[src/buck_cfg_pkg.sv]
// Purpose: Shared constants and types for the buck application configuration bank
// Assumes: 100 MHz internal clock, 8-bit registers at 9-bit offsets
// Notes:   Reset values are plain zero defaults
//
// How it works
// - Lockout-disable bit 7 turns off the I/O rail lockout and comparator.
// - Buck B good-power output holds its last value during ramps when masked.
// - Buck A good-power output holds its last value during ramps when masked.
// - Buck B overcurrent field: 00 never masks, else ramp plus 2/10/50 us.
// - Buck A overcurrent field uses the same encoding as buck B.
// - Reload bit lets input-configured general pin zero trigger a fuse reload.
// - Pull bits 0, 1, 4 enable pull-downs on input pins zero, one, four.
// - Pull bits 2, 3: pull-down as input, pull-up as open-drain output.
// - Bits 7:6 route buck B good-power: none, pin two, pin three, reserved.
// - Bits 5:4 route buck A good-power: none, pin two, pin three, reserved.
// - Bits 3:2 route buck B ready: none, pin two, pin three, reserved.
// - Bits 1:0 route buck A ready: none, pin two, pin three, reserved.
// - Role bit 7: zero means companion, one means stand-alone.
// - Trim bits 2:0 raise oscillator by 180 kHz per step.
// - Address bits 7:4 give the second bus address upper nibble.
// - Upper nibble 0000 means unprogrammed: use hardware default address.
// - Select field picks no pin, input pin zero, one or four.
// - Address register bits 3:2 are read-only; writes do nothing.

package buck_cfg_pkg;

  // Register offsets
  localparam logic [8:0] PROTECT_MASK_OFS  = 9'h144;
  localparam logic [8:0] PIN_PULL_OFS      = 9'h145;
  localparam logic [8:0] SIGNAL_ROUTE_OFS  = 9'h146;
  localparam logic [8:0] ROLE_OSC_OFS      = 9'h147;
  localparam logic [8:0] ALT_ADDRESS_OFS   = 9'h148;

  // Reset values
  localparam logic [7:0] PROTECT_MASK_RST  = 8'h00;
  localparam logic [7:0] PIN_PULL_RST      = 8'h00;
  localparam logic [7:0] SIGNAL_ROUTE_RST  = 8'h00;
  localparam logic [7:0] ROLE_OSC_RST      = 8'h00;
  localparam logic [7:0] ALT_ADDRESS_RST   = 8'h00;
  localparam logic [7:0] UNMAPPED_READ     = 8'h00;

  // Field positions
  localparam int LOCKOUT_DIS_BIT = 7;
  localparam int ROLE_BIT        = 7;
  localparam int PULL_IN0_BIT    = 0;
  localparam int PULL_IN1_BIT    = 1;
  localparam int PULL_IO2_BIT    = 2;
  localparam int PULL_IO3_BIT    = 3;
  localparam int PULL_IN4_BIT    = 4;
  localparam logic [7:0] ALT_ADDRESS_WMASK = 8'hF3;

  // Route codes for pin two and pin three
  localparam logic [1:0] ROUTE_NONE  = 2'h0;
  localparam logic [1:0] ROUTE_PIN2  = 2'h1;
  localparam logic [1:0] ROUTE_PIN3  = 2'h2;

  // Alternative address pin selection codes
  localparam logic [1:0] SEL_NONE = 2'h0;
  localparam logic [1:0] SEL_IN0  = 2'h1;
  localparam logic [1:0] SEL_IN1  = 2'h2;
  localparam logic [1:0] SEL_IN4  = 2'h3;
  localparam logic [3:0] ADDR_UNPROGRAMMED = 4'h0;

  // Holdoff timing
  localparam int CLK_MHZ       = 100;
  localparam int HOLD_SHORT_US = 2;
  localparam int HOLD_MID_US   = 10;
  localparam int HOLD_LONG_US  = 50;
  localparam int HOLD_SHORT_CYC = HOLD_SHORT_US * CLK_MHZ;
  localparam int HOLD_MID_CYC   = HOLD_MID_US * CLK_MHZ;
  localparam int HOLD_LONG_CYC  = HOLD_LONG_US * CLK_MHZ;
  localparam int TRIM_STEP_KHZ  = 180;

  // Protection and masking register layout
  typedef struct packed {
    logic       lockout_disable;
    logic       buck_b_goodpower_ramp_mask;
    logic       buck_a_goodpower_ramp_mask;
    logic [1:0] buck_b_overcurrent_holdoff;
    logic [1:0] buck_a_overcurrent_holdoff;
    logic       fuse_reload_pin_enable;
  } protect_mask_t;

  // Routing register layout
  typedef struct packed {
    logic [1:0] buck_b_goodpower_route;
    logic [1:0] buck_a_goodpower_route;
    logic [1:0] buck_b_ready_route;
    logic [1:0] buck_a_ready_route;
  } signal_route_t;

endpackage : buck_cfg_pkg

[src/overcurrent_holdoff.sv]
// Purpose: Masks overcurrent events during a ramp and for a coded extra time
// Assumes: ramp level comes from logic on the same clock
// Notes:   A nonzero code change mid-count takes effect at the next ramp end; code zero unmasks at once
`timescale 1ns/10ps
module overcurrent_holdoff #(
  parameter int HOLD_SHORT = buck_cfg_pkg::HOLD_SHORT_CYC,
  parameter int HOLD_MID   = buck_cfg_pkg::HOLD_MID_CYC,
  parameter int HOLD_LONG  = buck_cfg_pkg::HOLD_LONG_CYC
) (
  input  wire logic       clk,
  input  wire logic       rst_b,
  input  wire logic [1:0] holdoff_code,
  input  wire logic       ramp_active,
  output logic            mask_active
);
  // Counter fits the longest of the three counts, whichever that is
  localparam int HOLD_SM  = (HOLD_MID > HOLD_SHORT) ? HOLD_MID : HOLD_SHORT;
  localparam int HOLD_MAX = (HOLD_LONG > HOLD_SM) ? HOLD_LONG : HOLD_SM;
  localparam int CW = $clog2(HOLD_MAX + 1);

  initial
  begin
    if (HOLD_SHORT < 1 || HOLD_MID < 1 || HOLD_LONG < 1)
      $error("holdoff counts must be at least one cycle");
  end

  logic [CW-1:0] count_reg;
  logic [CW-1:0] count_next;
  logic          ramp_d_reg;
  logic [CW-1:0] load_value;
  wire           ramp_end = ramp_d_reg & ~ramp_active;

  // Load value per holdoff code
  assign load_value = (holdoff_code == 2'h1) ? CW'(HOLD_SHORT) :
                      (holdoff_code == 2'h2) ? CW'(HOLD_MID) :
                      (holdoff_code == 2'h3) ? CW'(HOLD_LONG) : '0;

  assign count_next = ramp_active ? '0 :
                      ramp_end ? load_value :
                      (count_reg != '0) ? count_reg - 1'b1 : count_reg;

  // mask during ramp plus extra time
  assign mask_active = (holdoff_code != 2'h0) & (ramp_active | ramp_d_reg | (count_reg != '0));

  // Count register
  always_ff @(posedge clk or negedge rst_b)
  begin
    if (!rst_b)
    begin
      count_reg  <= '0;
      ramp_d_reg <= 1'b0;
    end
    else
    begin
      count_reg  <= count_next;
      ramp_d_reg <= ramp_active;
    end
  end
endmodule : overcurrent_holdoff

[src/pin_router.sv]
// Purpose: Routes good-power and ready signals onto output pins two and three
// Assumes: Reserved route code drives nothing
// Notes:   Several sources on one pin are OR-combined
`timescale 1ns/10ps
module pin_router (
  input  wire logic                        route_en,
  input  wire buck_cfg_pkg::signal_route_t routes,
  input  wire logic                        good_a,
  input  wire logic                        good_b,
  input  wire logic                        ready_a,
  input  wire logic                        ready_b,
  output logic                             pin_two_level,
  output logic                             pin_three_level
);
  logic [1:0] code_vec [4];
  logic [3:0] src_vec;
  logic [3:0] to_two;
  logic [3:0] to_three;

  assign code_vec[0] = routes.buck_b_goodpower_route;
  assign code_vec[1] = routes.buck_a_goodpower_route;
  assign code_vec[2] = routes.buck_b_ready_route;
  assign code_vec[3] = routes.buck_a_ready_route;
  assign src_vec     = {ready_a, ready_b, good_a, good_b};

  for (genvar i = 0; i < 4; i++)
  begin : g_route
    assign to_two[i]   = src_vec[i] & (code_vec[i] == buck_cfg_pkg::ROUTE_PIN2);
    assign to_three[i] = src_vec[i] & (code_vec[i] == buck_cfg_pkg::ROUTE_PIN3);
  end

  assign pin_two_level   = route_en & (|to_two);
  assign pin_three_level = route_en & (|to_three);
endmodule : pin_router

[src/buck_app_config_bank.sv]
// Purpose: Application configuration register bank and the logic it steers
// Assumes: Register port is driven by the serial interface on the same clock
// Notes:   Analog and pin inputs are synchronised before use
`timescale 1ns/10ps
module buck_app_config_bank #(
  parameter logic [3:0] DEFAULT_ADDRESS_HIGH = 4'hD,
  parameter int         HOLD_LONG          = buck_cfg_pkg::HOLD_LONG_CYC
) (
  input  wire logic       clk,
  input  wire logic       rst_b,
  input  wire logic [8:0] reg_addr,
  input  wire logic [7:0] reg_wdata,
  input  wire logic       reg_wr,
  input  wire logic       reg_rd,
  output logic [7:0]      reg_rdata,
  input  wire logic       ramp_a,
  input  wire logic       ramp_b,
  input  wire logic       ready_a,
  input  wire logic       ready_b,
  input  wire logic       goodpower_a_raw,
  input  wire logic       goodpower_b_raw,
  input  wire logic       overcurrent_a_raw,
  input  wire logic       overcurrent_b_raw,
  input  wire logic       io_rail_low_raw,
  input  wire logic       input_pin_zero,
  input  wire logic       input_pin_one,
  input  wire logic       input_pin_four,
  input  wire logic       general_pin_zero,
  input  wire logic       general_pin_zero_is_input,
  input  wire logic       io2_is_output,
  input  wire logic       io3_is_output,
  output logic            io_rail_comparator_on,
  output logic            io_rail_lockout,
  output logic            goodpower_a,
  output logic            goodpower_b,
  output logic            overcurrent_event_a,
  output logic            overcurrent_event_b,
  output logic            fuse_reload_req,
  output logic [2:0]      input_pulldown_en,
  output logic [1:0]      io_pulldown_en,
  output logic [1:0]      io_pullup_en,
  output logic            output_pin_two,
  output logic            output_pin_three,
  output logic            stand_alone,
  output logic [2:0]      oscillator_trim,
  output logic [3:0]      bus_address_high
);
  localparam int NSYNC = 9;

  initial
  begin
    if (HOLD_LONG < 1)
      $error("HOLD_LONG must be at least one cycle");
  end

  logic [1:0]       rst_sync_reg;
  wire              rst_int_b = rst_sync_reg[1];
  logic [NSYNC-1:0] sync1_reg;
  logic [NSYNC-1:0] sync2_reg;
  logic [NSYNC-1:0] async_in;
  logic [7:0]       protect_reg;
  logic [7:0]       pull_reg;
  logic [7:0]       route_reg;
  logic [7:0]       role_osc_reg;
  logic [7:0]       alt_addr_reg;
  logic             pin_zero_d_reg;

  // Reset release through two flip-flops
  always_ff @(posedge clk or negedge rst_b)
  begin
    if (!rst_b)
      rst_sync_reg <= 2'h0;
    else
      rst_sync_reg <= {rst_sync_reg[0], 1'b1};
  end

  // Two-stage synchronisers for pins and analog comparators
  assign async_in = {general_pin_zero, input_pin_four, input_pin_one, input_pin_zero,
                     io_rail_low_raw, overcurrent_b_raw, overcurrent_a_raw,
                     goodpower_b_raw, goodpower_a_raw};
  always_ff @(posedge clk or negedge rst_int_b)
  begin
    if (!rst_int_b)
    begin
      sync1_reg <= '0;
      sync2_reg <= '0;
    end
    else
    begin
      sync1_reg <= async_in;
      sync2_reg <= sync1_reg;
    end
  end

  wire pg_a_s   = sync2_reg[0];
  wire pg_b_s   = sync2_reg[1];
  wire oc_a_s   = sync2_reg[2];
  wire oc_b_s   = sync2_reg[3];
  wire rail_low = sync2_reg[4];
  wire in0_s    = sync2_reg[5];
  wire in1_s    = sync2_reg[6];
  wire in4_s    = sync2_reg[7];
  wire gp0_s    = sync2_reg[8];

  // Register write decode
  wire wr_protect = reg_wr & (reg_addr == buck_cfg_pkg::PROTECT_MASK_OFS);
  wire wr_pull    = reg_wr & (reg_addr == buck_cfg_pkg::PIN_PULL_OFS);
  wire wr_route   = reg_wr & (reg_addr == buck_cfg_pkg::SIGNAL_ROUTE_OFS);
  wire wr_role    = reg_wr & (reg_addr == buck_cfg_pkg::ROLE_OSC_OFS);
  wire wr_alt     = reg_wr & (reg_addr == buck_cfg_pkg::ALT_ADDRESS_OFS);

  // read-only reserved bits masked on write
  wire [7:0] alt_addr_next = reg_wdata & buck_cfg_pkg::ALT_ADDRESS_WMASK;

  // Register storage
  always_ff @(posedge clk or negedge rst_int_b)
  begin
    if (!rst_int_b)
    begin
      protect_reg  <= buck_cfg_pkg::PROTECT_MASK_RST;
      pull_reg     <= buck_cfg_pkg::PIN_PULL_RST;
      route_reg    <= buck_cfg_pkg::SIGNAL_ROUTE_RST;
      role_osc_reg <= buck_cfg_pkg::ROLE_OSC_RST;
      alt_addr_reg <= buck_cfg_pkg::ALT_ADDRESS_RST;
    end
    else
    begin
      if (wr_protect) protect_reg  <= reg_wdata;
      if (wr_pull)    pull_reg     <= reg_wdata;
      if (wr_route)   route_reg    <= reg_wdata;
      if (wr_role)    role_osc_reg <= reg_wdata;
      if (wr_alt)     alt_addr_reg <= alt_addr_next;
    end
  end

  // Read data select; unmapped offsets read as zero
  wire [7:0] rdata_next =
    (reg_addr == buck_cfg_pkg::PROTECT_MASK_OFS) ? protect_reg :
    (reg_addr == buck_cfg_pkg::PIN_PULL_OFS)     ? pull_reg :
    (reg_addr == buck_cfg_pkg::SIGNAL_ROUTE_OFS) ? route_reg :
    (reg_addr == buck_cfg_pkg::ROLE_OSC_OFS)     ? role_osc_reg :
    (reg_addr == buck_cfg_pkg::ALT_ADDRESS_OFS)  ? alt_addr_reg :
    buck_cfg_pkg::UNMAPPED_READ;

  always_ff @(posedge clk or negedge rst_int_b)
  begin
    if (!rst_int_b)
      reg_rdata <= 8'h00;
    else if (reg_rd)
      reg_rdata <= rdata_next;
  end

  buck_cfg_pkg::protect_mask_t pm;
  assign pm = buck_cfg_pkg::protect_mask_t'(protect_reg);

  // Overcurrent holdoff per buck
  logic oc_mask_a;
  logic oc_mask_b;
  overcurrent_holdoff #(
    .HOLD_SHORT (buck_cfg_pkg::HOLD_SHORT_CYC),
    .HOLD_MID   (buck_cfg_pkg::HOLD_MID_CYC),
    .HOLD_LONG  (HOLD_LONG)
  ) u_hold_a (
    .clk          (clk),
    .rst_b        (rst_int_b),
    .holdoff_code (pm.buck_a_overcurrent_holdoff),
    .ramp_active  (ramp_a),
    .mask_active  (oc_mask_a)
  );
  overcurrent_holdoff #(
    .HOLD_SHORT (buck_cfg_pkg::HOLD_SHORT_CYC),
    .HOLD_MID   (buck_cfg_pkg::HOLD_MID_CYC),
    .HOLD_LONG  (HOLD_LONG)
  ) u_hold_b (
    .clk          (clk),
    .rst_b        (rst_int_b),
    .holdoff_code (pm.buck_b_overcurrent_holdoff),
    .ramp_active  (ramp_b),
    .mask_active  (oc_mask_b)
  );

  // freeze good-power while ramping and masked
  wire hold_pg_a = ramp_a & pm.buck_a_goodpower_ramp_mask;
  wire hold_pg_b = ramp_b & pm.buck_b_goodpower_ramp_mask;
  wire pg_a_next = hold_pg_a ? goodpower_a : pg_a_s;
  wire pg_b_next = hold_pg_b ? goodpower_b : pg_b_s;

  // reload on rising edge of input-configured pin zero
  wire reload_next = pm.fuse_reload_pin_enable & general_pin_zero_is_input &
                     gp0_s & ~pin_zero_d_reg;

  wire [2:0] in_pd_next = {pull_reg[buck_cfg_pkg::PULL_IN4_BIT],
                           pull_reg[buck_cfg_pkg::PULL_IN1_BIT],
                           pull_reg[buck_cfg_pkg::PULL_IN0_BIT]};
  wire [1:0] io_pull    = {pull_reg[buck_cfg_pkg::PULL_IO3_BIT],
                           pull_reg[buck_cfg_pkg::PULL_IO2_BIT]};
  wire [1:0] io_out     = {io3_is_output, io2_is_output};
  wire [1:0] io_pd_next = io_pull & ~io_out;
  wire [1:0] io_pu_next = io_pull & io_out;

  // Routing onto the output pins
  logic pin_two_next;
  logic pin_three_next;
  pin_router u_router (
    .route_en        (1'b1),
    .routes          (buck_cfg_pkg::signal_route_t'(route_reg)),
    .good_a          (goodpower_a),
    .good_b          (goodpower_b),
    .ready_a         (ready_a),
    .ready_b         (ready_b),
    .pin_two_level   (pin_two_next),
    .pin_three_level (pin_three_next)
  );

  wire [1:0] sel_code = alt_addr_reg[1:0];
  wire       alt_pin  = (sel_code == buck_cfg_pkg::SEL_IN0) ? in0_s :
                        (sel_code == buck_cfg_pkg::SEL_IN1) ? in1_s :
                        (sel_code == buck_cfg_pkg::SEL_IN4) ? in4_s : 1'b0;
  // unprogrammed nibble falls back to the default
  wire [3:0] second_bus_address_high = alt_addr_reg[7:4];
  wire       alt_ok   = second_bus_address_high != buck_cfg_pkg::ADDR_UNPROGRAMMED;
  wire [3:0] addr_next = (alt_pin & alt_ok) ? second_bus_address_high : DEFAULT_ADDRESS_HIGH;

  wire lockout_on = ~protect_reg[buck_cfg_pkg::LOCKOUT_DIS_BIT];

  // Registered outputs
  always_ff @(posedge clk or negedge rst_int_b)
  begin
    if (!rst_int_b)
    begin
      io_rail_comparator_on <= 1'b1;
      io_rail_lockout       <= 1'b0;
      goodpower_a           <= 1'b0;
      goodpower_b           <= 1'b0;
      overcurrent_event_a   <= 1'b0;
      overcurrent_event_b   <= 1'b0;
      fuse_reload_req       <= 1'b0;
      pin_zero_d_reg        <= 1'b0;
      input_pulldown_en     <= 3'h0;
      io_pulldown_en        <= 2'h0;
      io_pullup_en          <= 2'h0;
      output_pin_two        <= 1'b0;
      output_pin_three      <= 1'b0;
      stand_alone           <= 1'b0;
      oscillator_trim       <= 3'h0;
      bus_address_high      <= DEFAULT_ADDRESS_HIGH;
    end
    else
    begin
      io_rail_comparator_on <= lockout_on;
      io_rail_lockout       <= lockout_on & rail_low;
      goodpower_a           <= pg_a_next;
      goodpower_b           <= pg_b_next;
      overcurrent_event_a   <= oc_a_s & ~oc_mask_a;
      overcurrent_event_b   <= oc_b_s & ~oc_mask_b;
      fuse_reload_req       <= reload_next;
      pin_zero_d_reg        <= gp0_s;
      input_pulldown_en     <= in_pd_next;
      io_pulldown_en        <= io_pd_next;
      io_pullup_en          <= io_pu_next;
      output_pin_two        <= pin_two_next;
      output_pin_three      <= pin_three_next;
      // role bit straight to the role output
      stand_alone           <= role_osc_reg[buck_cfg_pkg::ROLE_BIT];
      // trim code passed on, code 101 unchecked
      oscillator_trim       <= role_osc_reg[2:0];
      bus_address_high      <= addr_next;
    end
  end
endmodule : buck_app_config_bank

[config.mk]
export PLATFORM = sky130hd
export DESIGN_NAME = buck_app_config_bank
export DESIGN_NICKNAME = d
export VERILOG_FILES = /design/src/buck_cfg_pkg.sv /design/src/overcurrent_holdoff.sv /design/src/pin_router.sv /design/src/buck_app_config_bank.sv
export SDC_FILE = /design/constraint.sdc
export NUM_CORES = 1
export LEC_CHECK = 0
export ABC_AREA = 0
export BUFFER_PORTS_ARGS = -buffer_cell sky130_fd_sc_hd__buf_2
export CELL_PAD_IN_SITES_DETAIL_PLACEMENT = 1
export CELL_PAD_IN_SITES_GLOBAL_PLACEMENT = 1
export CORE_MARGIN = 5
export CORE_UTILIZATION = 50
export DETAILED_ROUTE_END_ITERATION = 10
export GPL_TIMING_DRIVEN = 0
export PLACE_DENSITY_LB_ADDON = 0.1
export SYNTH_ARGS = -nofsm -noshare
export SYNTH_HDL_FRONTEND = slang
export SYNTH_HIERARCHICAL = 1
export SYNTH_SLANG_ARGS = --single-unit
[constraint.sdc]
create_clock -name clk -period 9.3 [get_ports clk]
set_input_delay 0.93 -clock clk [delete_from_list [all_inputs] [get_ports clk]]
set_output_delay 0.93 -clock clk [all_outputs]
set_load 0.02 [all_outputs]
# Yosys cells after proc, flatten, opt, wreduce, memory -nomap -nowiden
# Cells that the tools add are included.
# classes
mux	21
eq_ne	22
n_shift	0
reduce_logical	9
mul	0
div	0
order_cmp	0
n_addsub	2
bitwise_logic	39
# op_table
cell	n
2-to-1 mux 13 bit	12
== test 9 bit (second input constant)	5
2-to-1 mux 8 bit	5
bitwise AND 1 bit	26
nonzero test 13 bit	2
subtractor 13 x 1 -> 13 bit (second input constant)	2
== test 2 bit (second input constant)	10
== test 2 x 1 -> 1 bit (second input constant)	7
OR reduction 4 bit	2
inverter 1 bit	6
nonzero test 3 bit	2
bitwise AND 2 bit	2
2-to-1 mux 4 bit	1
OR 1 bit	4
nonzero test 2 bit	2
nonzero test 4 bit	1
2-to-1 mux 1 bit	3
inverter 2 bit	1
# word_totals
out_inout_bits	32
ramBits	0
register_bits	119
n_memories	0
rom_bits	0
input_bits	37
latchBits	0

# Longest topological paths before layout
# logic_depth
depth_word	6
ltp_mapped	7
mapped_depth_nobuf	6

# By module
# Netlist, hierarchy kept.
# by_module_without_submodules
mod	cells_each	area_per_inst_um2	seq_area_each_um2	instances
buck_app_config_bank	232	3403.3	2282.2	1
overcurrent_holdoff	94	869.6	350.3	2
pin_router	14	78.8	0.0	1

# Least setup slack after synthesis
# OpenSTA, ideal clock, no wires.
# synth_timing
kind	input port to flip-flop
from	input port reg_addr[1]
to	register alt_addr_reg[0]
arrival_ns	2.131
setup_ns	0.125
cell_stages	4
n_path_buf	1
slack_ns	7.045
path_cell_list	clkbuf_2 nor4b_2 nand3_1 mux2_2
# synth_between
elab_chain_len	2
# synth_lines
item	line_no	text
start, declared	buck_app_config_bank.sv:11	input wire logic [8:0] reg_addr,
== test 9 bit	buck_app_config_bank.sv:110	wire wr_alt = reg_wr & (reg_addr == buck_cfg_pkg::ALT_ADDRESS_OFS);
bitwise AND 1 bit	buck_app_config_bank.sv:110	
end signal, assigned	buck_app_config_bank.sv:124	alt_addr_reg <= buck_cfg_pkg::ALT_ADDRESS_RST;
end signal, assigned	buck_app_config_bank.sv:132	if (wr_alt) alt_addr_reg <= alt_addr_next;
end, declared	buck_app_config_bank.sv:65	logic [7:0] alt_addr_reg;
# No other way between the ends.
# A chain may end at the register's enable or synchronous reset.

# Final worst setup path
# layout_timing
from	input port reg_addr[5]
to	register role_osc_reg[7]
# layout_between
elab_chain_len	2
# layout_lines
item	line_no	text
== test 9 bit	buck_app_config_bank.sv:109	wire wr_role = reg_wr & (reg_addr == buck_cfg_pkg::ROLE_OSC_OFS);
bitwise AND 1 bit	buck_app_config_bank.sv:109	
end signal, assigned	buck_app_config_bank.sv:123	role_osc_reg <= buck_cfg_pkg::ROLE_OSC_RST;
end signal, assigned	buck_app_config_bank.sv:131	if (wr_role) role_osc_reg <= reg_wdata;
end, declared	buck_app_config_bank.sv:64	logic [7:0] role_osc_reg;
# No other way between the ends.

==> impl_metrics.sql <==
INSERT INTO impl_metrics (metric_group, metric, value, unit) VALUES
('status', 'status', 'completed', ''),
('critical_path', 'slowest_stage', 'sky130_fd_sc_hd__nor4_4', ''),
('clock_network', 'hold_buffers', '0', ''),
('clock_network', 'cell_chosen_for_the_clock_root', 'sky130_fd_sc_hd__clkbuf_8', ''),
('drt', 'routed_wl', '13150', 'um'),
('drt', 'dr.first_iter.drc_count', '219', ''),
('timing', 'hold_viol', '0', ''),
('logic_synthesis', 'yosysTopAreaCell', 'sky130_fd_sc_hd__dfrtp_1', ''),
('global_route', 'grt.overflow.total', '0', ''),
('critical_path', 'cp_num_buf_inv', '1', ''),
('critical_path', 'critical-path-max-stage-delay', '0.67', 'ns'),
('logic_synthesis', 'synth_area_leaders', 'sky130_fd_sc_hd__dfrtp_1 55%, sky130_fd_sc_hd__mux2_2 8.8%, sky130_fd_sc_hd__ha_1 3.8%, sky130_fd_sc_hd__nor2_1 2.1%, sky130_fd_sc_hd__dfstp_2 2.0%', ''),
('finish', 'area_growth_syn_to_layout', '21.11', '%'),
('clock_network', 'postcts_resize_cnt', '0', ''),
('critical_path', 'critical_path_required', '9.71', 'ns'),
('run', 'cap_viol_max_count', '0', ''),
('placement', 'buffer_ports.inserted', '66', ''),
('global_route', 'overall_track_demand_over_capacity_in_global_routing', '0.2242', ''),
('timing', 'fin_hold_ws', '0.1685', 'ns'),
('floorplan', 'rows', '37', ''),
('critical_path', 'setup.worst_path.class', 'in2reg', ''),
('timing', 'worst_pin_slew', '0.7886', 'ns'),
('timing', 'post-route-min-period', '2.257', 'ns'),
('floorplan', 'floorplan.core_area', '0.01028', 'mm2'),
('drt', 'drtAntennaViolNets', '0', ''),
('logic_synthesis', 'synth_enable_flop_cells', '0', ''),
('timing', 'slew_viol_final', '0', ''),
('timing', 'max_freq', '0.4430', 'GHz'),
('drt', 'drcViolationCount', '0', ''),
('logic_synthesis', 'synth_largest_type_area_fraction', '0.5512', ''),
('floorplan', 'die-area', '0.01259', 'mm2'),
('logic_synthesis', 'synth.yosys.seq_area_share', '0.5713', ''),
('timing', 'grt_setup_unrepaired', 'false', ''),
('clock_network', 'clock_buffers_created_by_tritoncts', '17', ''),
('power', 'power.leakage', '0.003072', 'uW'),
('logic_synthesis', 'fraction_of_synthesis_flops_using_an_asynchronous_set_or_reset_pin', '1.000', ''),
('logic_synthesis', 'postSynthAreaPerCell', '12.03', 'um2'),
('clock_network', 'cts_tree', 'done', ''),
('drt', 'routed_wire_length_per_instance', '19.59', 'um'),
('drt', 'via_per_inst', '5.537', ''),
('global_route', 'largest_net_degree_at_the_start_of_global_routing', '62', ''),
('power', 'power-per-cell-area', '280.5', 'mW/mm2'),
('logic_synthesis', 'synthesis.area', '0.005221', 'mm2'),
('clock_network', 'clock_latency', '0.53', 'ns'),
('floorplan', 'initial_core_util', '0.5080', ''),
('floorplan', 'chipHeight', '112.2', 'um'),
('finish', 'drive_above_1_share', '0.2972', ''),
('floorplan', 'die_outline_width', '112.2', 'um'),
('power', 'ir_worst_vdd', '168.4', 'uV'),
('critical_path', 'path_cells', 'buf_2, nor4_4, nand4_2, mux2_2', ''),
('critical_path', 'worstSetupStartpointType', 'input port', ''),
('critical_path', 'critical_path.endpoint_type', 'flop', ''),
('clock_network', 'clk_pin_slew', '0.06', 'ns'),
('clock_network', 'cts-htree-levels', '4', ''),
('critical_path', 'worst_ep_arrival_time', '2.67', 'ns'),
('placement', 'gpl.final_weighted_congestion', '0.8437', ''),
('logic_synthesis', 'yosys_warnings', '6', ''),
('placement', 'post-dp-hpwl', '8940', 'um'),
('finish', 'finish.net_count', '575', ''),
('logic_synthesis', 'synthDistinctLibCells', '55', ''),
('hold_path', 'min-delay-path-class', 'in2async', ''),
('logic_synthesis', 'synthCells', '434', ''),
('drt', 'num_vias', '3715', ''),
('timing', 'setup-tns-final', '0', 'ns'),
('timing', 'layout_worst_path_cycle_share', '0.2427', ''),
('clock_network', 'cts_setup_buffers', '0', ''),
('timing', 'finalClockSkew', '0.005490', 'ns'),
('critical_path', 'crit_path_max_fanout', '9', ''),
('drt', 'drt_pass1_iterations', '4', ''),
('clock_network', 'cts.path.max_buffers', '2', ''),
('timing', 'timing.max_slew.rel_slack', '0.4694', ''),
('finish', 'insertedDiodeCount', '0', ''),
('global_route', 'via_count_of_the_first_global_routing_pass', '4209', ''),
('global_route', 'wire_length_of_the_first_global_routing_pass', '21690', 'um'),
('floorplan', 'io_pins', '69', ''),
('clock_network', 'clkSinkCount', '119', ''),
('global_route', 'antenna_found_initial', '0', ''),
('timing', 'setup_viol', '0', ''),
('logic_synthesis', 'synth-seq-cells', '119', ''),
('logic_synthesis', 'synthFlopType', 'sky130_fd_sc_hd__dfrtp_1', ''),
('critical_path', 'path_delay_family', 'simple AND/OR/NAND/NOR gates', '');
==> worst register-to-register path: cells and delay by family, from the launching register on <==
family / cells / cell delay, ns
and+or+nand+nor: 3 / 0.95
DFF: 1 / 0.40
AOI/OAI and AO/OA: 1 / 0.28
adders and majority gates: 1 / 0.22
buffers and inverters: 1 / 0.15
==> layout make-up <==
class / instances / area (um2)
clock inverter: 13 / 121.4
inverter: 25 / 93.84
clock buffer: 19 / 441.7
buffer: 10 / 56.30
timing repair buffer: 67 / 357.8
tap: 136 / 170.2
fill: 1073 / 3954
sequential: 119 / 2987
multi-input combinational: 282 / 2096
==> synthesized netlist by cell type (all sizes together) (3+ instances only) <==
| library cell | count |
|---|---|
| a31oi | 4 |
| xor2 | 8 |
| nand2b | 6 |
| dfrtp | 115 |
| o21ai | 12 |
| or4 | 4 |
| o211ai | 3 |
| nor2 | 29 |
| clkbuf | 4 |
| nor4b | 3 |
| dfstp | 4 |
| nand4 | 6 |
| nor3 | 3 |
| mux2 | 41 |
| a21oi | 16 |
| nand3 | 9 |
| nor4 | 9 |
| nand2 | 24 |
| ha | 16 |
| o32ai | 3 |
| o22ai | 8 |
| nor2b | 16 |
| or3 | 11 |
| nand3b | 6 |
| buf | 6 |
| inv | 25 |
| and2 | 4 |
| mux2i | 5 |
| a222oi | 3 |
==> power by group <==
part | switching (uW) | internal, uW | leakage, uW
clock | 244 | 370 | 0.000263
combinational | 303 | 211 | 0.00124
sequential | 65.4 | 579 | 0.00157
total | 613 | 1160 | 0.00307
==> metrics by stage <==
step / utilization / setup slack, ns / std cells / total power, uW / instance area, um2
finish: 0.6153 / 7.043 / 671 / 1774 / 6324
global route: 0.6153 / 6.979 / 671 / 1882 / 6324
global placement: 0.5575 / 4.481 / 638 / 1129 / 5729
detailed placement: 0.5605 / 6.522 / 639 / 1155 / 5761
floorplan: - / 5.746 / 436 / 1025 / 5229
CTS: 0.6153 / 7.057 / 671 / 1784 / 6324
==> path summary, 6_finish.rpt <==
path	start	to	slack [ns]	cells after the start
min in group clk	sync1_reg[4]$_DFF_PN0_	sync2_reg[4]$_DFF_PN0_	0.35	0
max in group asynchronous	rst_sync_reg[1]$_DFF_PN0_	io_rail_comparator_on$_DFF_PN1_	8.08	1
min reg2reg	sync1_reg[4]$_DFF_PN0_	sync2_reg[4]$_DFF_PN0_	0.35	0
max reg2reg	u_hold_b/count_reg[0]$_DFFE_PN0P_	u_hold_b/count_reg[6]$_DFFE_PN0P_	7.21	6
max	reg_addr[5]	role_osc_reg[7]$_DFFE_PN0P_	7.04	4
min	rst_b	rst_sync_reg[0]$_DFF_PN0_	0.17	1
==> cell families after synthesis <==
kind of cell | Yosys count | synth area share
xor gates and xnor gates | 10 | 0.01678
and+or+nand+nor | 140 | 0.1548
DFF | 119 | 0.5713
AOI/OAI and AO/OA | 65 | 0.08196
muxes | 48 | 0.1074
other | 1 | 0.0007182
adders and majority gates | 16 | 0.03834
buffers and inverters | 35 | 0.02876
==> routing by layer <==
layer	track usage	wire length, um	vias up	part of all wire
met5	0	0	-	0
met4	0.09295	311	0	0.024
met3	0.06199	441	26	0.034
met2	0.4009	7044	69	0.54
met1	0.2515	5349	1899	0.41
li1	-	-	1721	-
==> layout by cell type (no fill, tap or decap), types with 8 or more instances in the layout <==
master                        n
sky130_fd_sc_hd__mux2_2      41
sky130_fd_sc_hd__o21ai_0     10
sky130_fd_sc_hd__nand3_1      9
sky130_fd_sc_hd__buf_2       68
sky130_fd_sc_hd__inv_1       25
sky130_fd_sc_hd__o22ai_1      8
sky130_fd_sc_hd__or3_1       11
sky130_fd_sc_hd__nor2b_1     16
sky130_fd_sc_hd__dfrtp_1    114
sky130_fd_sc_hd__ha_1        16
sky130_fd_sc_hd__nor4_1       8
sky130_fd_sc_hd__nand2_1     24
sky130_fd_sc_hd__nor2_1      29
sky130_fd_sc_hd__xor2_1       8
sky130_fd_sc_hd__clkbuf_16   16
sky130_fd_sc_hd__a21oi_1     16
Note: power is estimated with default switching activity, not from simulation.
